`src/pid_consts.svh`:
```
// Constants for the interrupt dispatch block
`ifndef PID_CONSTS_SVH
`define PID_CONSTS_SVH
`define PID_NSRC         7
`define PID_SRC_IN1      3'h0
`define PID_SRC_IN2      3'h1
`define PID_SRC_IN3      3'h2
`define PID_SRC_IN4      3'h3
`define PID_SRC_TMR      3'h4
`define PID_SRC_CNT1     3'h5
`define PID_SRC_CNT2     3'h6
`define PID_SEL_ALL      3'h7
`define PID_MASKABLE     7'h1f
`define PID_TICK_MIN_US  32'h000001f4
`define PID_TICK_MAX_US  32'h002625a0
`define PID_CLK_MHZ      32'h00000064
`define PID_CYC_MAX_US   32'h00002710
`define PID_PRIO_HIGH    2'h2
`define PID_PRIO_MID     2'h1
`define PID_PRIO_LOW     2'h0
`endif

```
`src/pid_pkg.sv`:
```
// Types for the interrupt dispatch block
package pid_pkg;
  typedef struct packed {
    logic       valid;
    logic       unmask;
    logic [2:0] sel;
  } pid_mask_cmd_t;
  typedef struct packed {
    logic        start;
    logic        stop;
    logic [31:0] interval_us;
  } pid_tick_cmd_t;
  typedef enum logic [1:0] {
    PID_EDGE_RISE,
    PID_EDGE_FALL,
    PID_EDGE_BOTH
  } pid_edge_t;
endpackage

```
`src/pid_tick_timer.sv`:
```
// Periodic tick source with interval range check
`timescale 1ns/1ps
`include "pid_consts.svh"
module pid_tick_timer (
  // Clock and reset
  input  wire logic             clk,
  input  wire logic             srst,
  // Command
  input  wire pid_pkg::pid_tick_cmd_t cmd,
  // Status
  output logic                  tick,
  output logic                  running,
  output logic                  error
);
  import pid_pkg::*;

  logic [31:0] ivl_q;
  logic [31:0] us_q;
  logic [7:0]  div_q;
  logic        run_q;
  logic        err_q;
  wire         in_range = cmd.interval_us >= `PID_TICK_MIN_US &&
                          cmd.interval_us <= `PID_TICK_MAX_US;
  wire         us_end   = div_q == 8'(`PID_CLK_MHZ - 1);
  wire         ivl_end  = us_end && us_q == ivl_q - 32'h1;

  always_ff @(posedge clk) begin
    if (srst || cmd.stop) begin
      run_q <= 1'b0;
      err_q <= 1'b0;
      div_q <= 8'h0;
      us_q  <= 32'h0;
      ivl_q <= 32'h0;
      tick  <= 1'b0;
    end else begin
      tick <= run_q && ivl_end;
      if (cmd.start) begin
        run_q <= in_range;
        err_q <= !in_range;
        ivl_q <= cmd.interval_us;
        div_q <= 8'h0;
        us_q  <= 32'h0;
      end else if (run_q) begin
        div_q <= us_end ? 8'h0 : div_q + 8'h1;
        if (us_end) begin
          us_q <= ivl_end ? 32'h0 : us_q + 32'h1;
        end
      end
    end
  end
  assign running = run_q;
  assign error   = err_q;
endmodule // pid_tick_timer

```
`src/pid_dispatch.sv`:
```
// Interrupt dispatch with priority preemption and run time watch
`timescale 1ns/1ps
`include "pid_consts.svh"
module pid_dispatch #(
  parameter int unsigned CYC_MAX_US = `PID_CYC_MAX_US
) (
  // Clock and reset
  input  wire logic                  clk,
  input  wire logic                  srst,
  // Run control
  input  wire logic                  run_req,
  output logic                       run_state_q,
  output logic                       overrun_q,
  // Configuration
  input  wire logic [6:0]            src_enable,
  input  wire pid_pkg::pid_edge_t    edge_cfg [4],
  // Field events
  input  wire logic [3:0]            edge_input,
  input  wire logic [1:0]            cnt_match,
  // Program calls
  input  wire pid_pkg::pid_mask_cmd_t mask_cmd,
  input  wire pid_pkg::pid_tick_cmd_t periodic_tick_arm,
  output logic                       tick_err_q,
  // Handler processor side
  output logic                       main_program_run_q,
  output logic                       handler_start_q,
  output logic [2:0]                 handler_routine_q,
  input  wire logic                  handler_done,
  output logic [31:0]                handler_cycles_q,
  // Register port
  input  wire logic [3:0]            reg_addr,
  input  wire logic [31:0]           reg_wdata,
  input  wire logic                  reg_wr,
  input  wire logic                  reg_rd,
  output logic [31:0]                reg_rdata_q,
  output logic                       irq_q
);
  import pid_pkg::*;

  if (CYC_MAX_US == 0 || CYC_MAX_US > 32'hffffffff / `PID_CLK_MHZ) begin : g_bad_cfg
    $error("CYC_MAX_US must be nonzero and fit the cycle counter");
  end

  localparam int unsigned CYC_MAX = CYC_MAX_US * `PID_CLK_MHZ;
  localparam int          N       = `PID_NSRC;

  // ----------------------------------------
  // Helpers
  // ----------------------------------------
  function automatic logic [1:0] prio_of(input logic [2:0] s);
    if (s == `PID_SRC_IN1 || s == `PID_SRC_IN2) return `PID_PRIO_HIGH;
    if (s == `PID_SRC_IN3 || s == `PID_SRC_IN4) return `PID_PRIO_LOW;
    return `PID_PRIO_MID;
  endfunction

  function automatic logic [6:0] sel_bits(input logic [2:0] s);
    if (s == `PID_SEL_ALL) return `PID_MASKABLE;
    return 7'(7'h1 << s) & `PID_MASKABLE;
  endfunction

  // ----------------------------------------
  // State
  // ----------------------------------------
  logic [3:0]  in_prev_q;
  logic [6:0]  mask_q;
  logic [6:0]  pend_q;
  logic [6:0]  active_q;
  logic [2:0]  stack_q [N];
  logic [2:0]  depth_q;
  logic [31:0] cyc_q;
  logic [6:0]  stat_q;
  logic [6:0]  imask_q;
  logic        run_req_q;

  // ----------------------------------------
  // Timer
  // ----------------------------------------
  wire tick;
  wire tick_running;
  wire tick_error;
  pid_tick_timer u_tick (
    .clk     (clk),
    .srst    (srst),
    .cmd     (periodic_tick_arm),
    .tick    (tick),
    .running (tick_running),
    .error   (tick_error)
  );

  // ----------------------------------------
  // Request detection
  // ----------------------------------------
  logic [3:0] edge_hit;
  always_comb begin
    for (int i = 0; i < 4; i++) begin
      unique case (edge_cfg[i])
        PID_EDGE_RISE: edge_hit[i] = edge_input[i] && !in_prev_q[i];
        PID_EDGE_FALL: edge_hit[i] = !edge_input[i] && in_prev_q[i];
        PID_EDGE_BOTH: edge_hit[i] = edge_input[i] != in_prev_q[i];
        default:       edge_hit[i] = 1'b0;
      endcase
    end
  end

  wire        running   = run_state_q;
  wire [6:0]  raw_req   = {cnt_match, tick, edge_hit};
  wire [6:0]  new_req   = raw_req & src_enable & ~mask_q & {N{running}};
  wire [6:0]  all_req   = new_req | pend_q;
  wire [2:0]  cur       = depth_q == 3'h0 ? 3'h0 : stack_q[depth_q - 3'h1];
  wire        busy      = depth_q != 3'h0;
  wire [1:0]  cur_prio  = prio_of(cur);

  // Pick highest priority waiting source not already running
  logic [2:0] pick;
  logic       pick_ok;
  always_comb begin
    pick    = 3'h0;
    pick_ok = 1'b0;
    for (int i = N - 1; i >= 0; i--) begin
      if (all_req[i] && !active_q[i] &&
          (!pick_ok || prio_of(3'(i)) >= prio_of(pick))) begin
        pick    = 3'(i);
        pick_ok = 1'b1;
      end
    end
  end

  // Same channel waits; higher or same priority group preempts, lower waits
  wire start  = pick_ok && running &&
                (!busy || prio_of(pick) >= cur_prio) && !handler_done;
  wire finish = busy && handler_done;
  wire over   = busy && cyc_q >= CYC_MAX;
  // Stop after overrun holds until a fresh run request
  wire run_rise = run_req && !run_req_q;

  // ----------------------------------------
  // Registers
  // ----------------------------------------
  wire wr_stat  = reg_wr && reg_addr == 4'h1;
  wire wr_imask = reg_wr && reg_addr == 4'h2;
  wire tick_evt = tick_error && !tick_err_q;
  wire [6:0] ev_set = {3'h0, tick_evt, over, start, finish};

  always_ff @(posedge clk) begin
    if (srst) begin
      in_prev_q <= 4'h0;
    end else begin
      in_prev_q <= edge_input;
    end
  end

  // Mask commands
  always_ff @(posedge clk) begin
    if (srst) begin
      mask_q <= 7'h0;
    end else if (mask_cmd.valid) begin
      if (mask_cmd.unmask) begin
        mask_q <= mask_q & ~sel_bits(mask_cmd.sel);
      end else begin
        mask_q <= mask_q | sel_bits(mask_cmd.sel);
      end
    end
  end

  // Run state
  always_ff @(posedge clk) begin
    if (srst) begin
      run_state_q <= 1'b0;
      overrun_q   <= 1'b0;
      run_req_q   <= 1'b0;
    end else begin
      run_req_q <= run_req;
      if (over) begin
        run_state_q <= 1'b0;
        overrun_q   <= 1'b1;
      end else if (overrun_q && !run_rise) begin
        run_state_q <= 1'b0;
      end else begin
        run_state_q <= run_req;
        overrun_q   <= 1'b0;
      end
    end
  end

  // Pending and handler stack
  always_ff @(posedge clk) begin
    if (srst || !running) begin
      pend_q   <= 7'h0;
      active_q <= 7'h0;
      depth_q  <= 3'h0;
      for (int i = 0; i < N; i++) begin
        stack_q[i] <= 3'h0;
      end
    end else if (finish) begin
      active_q[cur] <= 1'b0;
      depth_q       <= depth_q - 3'h1;
      pend_q        <= pend_q | new_req;
    end else begin
      pend_q <= (pend_q | new_req) &
                ~(start ? 7'(7'h1 << pick) : 7'h0);
      if (start) begin
        active_q[pick]   <= 1'b1;
        stack_q[depth_q] <= pick;
        depth_q          <= depth_q + 3'h1;
      end
    end
  end

  // Run time watch of the running handler
  always_ff @(posedge clk) begin
    if (srst || start || finish || !busy) begin
      cyc_q <= 32'h0;
    end else begin
      cyc_q <= cyc_q + 32'h1;
    end
  end

  // Outputs to the processor
  always_ff @(posedge clk) begin
    if (srst) begin
      main_program_run_q <= 1'b0;
      handler_start_q    <= 1'b0;
      handler_routine_q  <= 3'h0;
      handler_cycles_q   <= 32'h0;
      tick_err_q         <= 1'b0;
    end else begin
      main_program_run_q <= running && !(busy || start) ;
      handler_start_q    <= start;
      handler_routine_q  <= start ? pick : cur;
      handler_cycles_q   <= cyc_q;
      tick_err_q         <= tick_error;
    end
  end

  // Interrupt status, mask and readback
  always_ff @(posedge clk) begin
    if (srst) begin
      stat_q      <= 7'h0;
      imask_q     <= 7'h0;
      irq_q       <= 1'b0;
      reg_rdata_q <= 32'h0;
    end else begin
      stat_q  <= (stat_q & ~(wr_stat ? reg_wdata[6:0] : 7'h0)) | ev_set;
      imask_q <= wr_imask ? reg_wdata[6:0] : imask_q;
      irq_q   <= |(stat_q & imask_q);
      if (reg_rd) begin
        unique case (reg_addr)
          4'h0:    reg_rdata_q <= {20'h0, depth_q, overrun_q, tick_running, 7'h0}
                                  | {25'h0, mask_q};
          4'h1:    reg_rdata_q <= {25'h0, stat_q};
          4'h2:    reg_rdata_q <= {25'h0, imask_q};
          4'h3:    reg_rdata_q <= {25'h0, pend_q};
          4'h4:    reg_rdata_q <= cyc_q;
          default: reg_rdata_q <= 32'h0;
        endcase
      end else begin
        reg_rdata_q <= 32'h0;
      end
    end
  end
endmodule // pid_dispatch

```
`config.mk`:
```
export PLATFORM = sky130hd
export DESIGN_NAME = pid_dispatch
export DESIGN_NICKNAME = d
export VERILOG_FILES = /design/src/pid_pkg.sv /design/src/pid_tick_timer.sv /design/src/pid_dispatch.sv
export VERILOG_INCLUDE_DIRS = /design/src /design/src/src
export SDC_FILE = /design/constraint.sdc
export NUM_CORES = 1
export LEC_CHECK = 0
export ABC_AREA = 1
export BUFFER_PORTS_ARGS = -buffer_cell sky130_fd_sc_hd__buf_4
export CORE_ASPECT_RATIO = 0.9
export CORE_MARGIN = 5
export CORE_UTILIZATION = 59
export DETAILED_ROUTE_END_ITERATION = 16
export HOLD_SLACK_MARGIN = 0.05
export PLACE_DENSITY = 0.82
export REMOVE_ABC_BUFFERS = 1
export SLEW_MARGIN = 15
export SYNTH_ARGS = -nofsm -noshare
export SYNTH_HDL_FRONTEND = slang
export SYNTH_SLANG_ARGS = --single-unit
```
`constraint.sdc`:
```
create_clock -name clk -period 6.44 [get_ports clk]
set_clock_uncertainty 0.15 [all_clocks]
set_input_delay 0.644 -clock clk [delete_from_list [all_inputs] [get_ports clk]]
set_output_delay 0.644 -clock clk [all_outputs]
set_load 0.005 [all_outputs]
```
==> flow_metrics.tcl <==
set metrics [dict create \
    synth_seq_area_share_pct 41.4 \
    cts_setup_buffers 0 \
    cts_sinks 245 \
    nFillCells 1761 \
    syn_inst 1750 \
    clk_latency_ns 0.53 \
    grt-busiest-layer "met2" \
    drive_gt1_share_pct 14.2 \
    setup.worst_path.start "depth_q[0]" \
    powerDensity_nw_per_um2 232 \
    relSlewSlack_pct 24.0 \
    worst_slew_pin_slew_ns 1.14 \
    port_buffers 149 \
    coreArea_um2 20700 \
    pin_count 175 \
    fin_nets 2005 \
    dp_hpwl_mm 24.4 \
    cts_made_buffers 25 \
    root_buffer "clkbuf_16" \
    fmax_mhz 202 \
    avgSynthCellArea_um2 7.06 \
    ys_async_sr_fraction_pct 0 \
    finalHoldViolCount 0 \
    rsz0062_at_grt "no" \
    initial_core_util_pct 59.6 \
    cts_resized 0 \
    fin_setup_tns_ns 0 \
    crit_type "flop to flop" \
    startpoint_type "flop" \
    place_area_um2 13600 \
    layout_commonest_cell "nand2_1" \
    crit-reg2reg-launch "depth_q[0]" \
    synth_ff_type "dfxtp_1" \
    drv_slew 0 \
    peakVddDrop_uv 220 \
    critPathArrivalTime_ns 5.21 \
    clk_path_buf_depth 3 \
    min_path_type "input port to flop" \
    cap_violations 0 \
    routed_wl_mm 32.5 \
    cp-end-kind "flop" \
    detailedPlace.worstSlack_ns 1.60 \
    use_met2_pct 44.5 \
    avgViaCountPerCell 5.37 \
    stdcell_area_um2 14500 \
    most-common-layout-cells "nand2_1, nor2_1, inv_1, dfxtp_1, buf_4" \
    ant_nets 0 \
    hold_ws_ns 0.156 \
    synth_cell_types 53 \
    grt_pass1_vias 11000 \
    p_leak_nw 6.31 \
    met1_usage_pct 34.6 \
    route.detailed.drc 0 \
    cts_tree "built" \
    ff2ff_setup_slack_ns 1.50 \
    endpoint "cyc_q[13]" \
    num_vias 11700 \
    grt_max_degree 53 \
    row_count 50 \
    clk_pin_slew_ns 0.06 \
    antenna_found_initial 0 \
    synth_edf_count 21 \
    reg2regPathDepth 16 \
    grt_use_total_pct 26.3 \
    status "completed" \
    htree_levels 1 \
    grt_pass1_wl_mm 52.9 \
    area_delta_synth_final_pct 17.3 \
    ys_seq_elements 245 \
    die_w_um 163 \
    gp_congestion 0.925 \
    n_antenna_cell 0 \
    fin_util_pct 69.9 \
    cts-hold-fix-buffers 0 \
    wl_per_cell_um 14.8 \
    syn_area_um2 12400 \
    die_y_um 147 \
    fin_crit_ns 4.94 \
    use_met3_pct 3.81 \
    die_area_um2 23900 \
    yosys_warnings 0 \
    drtPass1Iterations 5 \
    worstPathRequired_ns 6.71 \
    worstReg2RegEnd "cyc_q[13]" \
    overflow 0 \
    crit_path_max_fanout 32 \
    drt-initial-drc-count 996 \
    fin_crit_sh_pct 76.7 \
    setup_viol 0 \
    worst_slack_ns 1.50 \
]
per-stage QoR:
stage          power, mW  instances
5_1_grt             3.50       2186
4_1_cts             3.38       2186
3_3_place_gp        1.91       2144
3_5_place_dp        1.91       2144
6_report            3.36       2186
2_1_floorplan       1.80       1707
kinds of logic (layout without fill, tap and decap cells):
family | count (synthesis) | in the layout | synth area share [%]
adders and majority gates | 18 | 18 | 1.82
buffers and inverters | 294 | 444 | 9.28
xor gates and xnor gates | 65 | 65 | 4.61
and+or+nand+nor | 902 | 902 | 32.8
DFF | 245 | 245 | 41.4
AOI/OAI and AO/OA | 226 | 226 | 10.1
how the worst min path moves through the flow:
stage / cells after the start / endpoint / start / slack (ns)
after floorplan: 2 / tick_err_q / u_tick.error / 0.27
after global placement: 2 / tick_err_q / u_tick.error / 0.29
after detailed placement: 2 / tick_err_q / u_tick.error / 0.30
after CTS: 2 / flop / mask_cmd[3] / 0.15
after global routing: 2 / flop / mask_cmd[3] / 0.16
final: 2 / flop / mask_cmd[3] / 0.16
synthesized netlist by cell type (5+ instances only):
cell,instances,area (um^2)
nor2_1,260,976
edfxtp_1,21,631
o21ai_1,6,30.0
buf_1,5,18.8
xor2_1,53,464
o22ai_1,11,68.8
o211ai_1,6,45.0
xnor2_1,12,105
a221oi_1,6,52.6
nand2_2,7,43.8
a31oi_1,8,50.1
dfxtp_1,224,4480
o21ai_0,75,375
nand2_1,355,1330
buf_2,10,50.1
nand4_1,33,206
a21oi_1,97,485
nor3b_1,9,67.6
nor4_1,10,62.6
ha_1,18,225
a211oi_1,6,45.0
clkbuf_1,23,86.3
inv_1,236,886
nand3_1,98,490
nor3_1,60,300
inv_2,14,52.6
or2_2,5,31.3
nor2_2,33,206
critical path, stage by stage, from the launching register on:
cell	delay [ns]
dfxtp_1	0.72
inv_1	0.41
ha_1	0.52
inv_1	0.18
nor2_1	0.06
o21ai_0	0.07
nand2_1	0.09
o211ai_1	0.27
inv_1	0.20
ha_1	0.32
inv_1	0.05
nand2_1	0.05
a211oi_1	0.28
nor3_2	0.11
nand2_2	0.17
nand4_2	0.71
nor3b_1	0.44
power breakdown:
group	leakage [nW]	switching [mW]	internal, mW
Sequential	2.06	0.0164	1.55
Clock	0.405	0.597	0.879
Combinational	3.85	0.203	0.110
sequential cells by signal, summed over array words and instances, names as in the netlist, 3 cells and up, named ones only:
signal,cells
cyc_q,32
imask_q,7
u_tick.ivl_q,32
in_prev_q,4
stat_q,7
stack_q,24
u_tick.us_q,32
u_tick.div_q,8
depth_q,3
handler_routine_q,3
pend_q,7
reg_rdata_q,32
handler_cycles_q,32
active_q,7
metal layers:
| metal | vias up | part of all wire, % |
|---|---|---|
| li1 | 5899 | - |
| met3 | 82 | 7.1 |
| met4 | 0 | 3.4 |
| met2 | 431 | 47 |
| met5 | - | 0 |
| met1 | 5321 | 43 |
cell type report:
class	count	area, um^2	area share (%)
Clock buffer	36	741	5.11
Clock inverter	6	103	0.708
Inverter	251	942	6.51
Multi-Input combinational cell	1211	6090	42.1
Sequential cell	245	5110	35.3
Tap cell	286	358	2.47
Timing Repair Buffer	151	1130	7.83
Power figures use the tool's default switching activity.
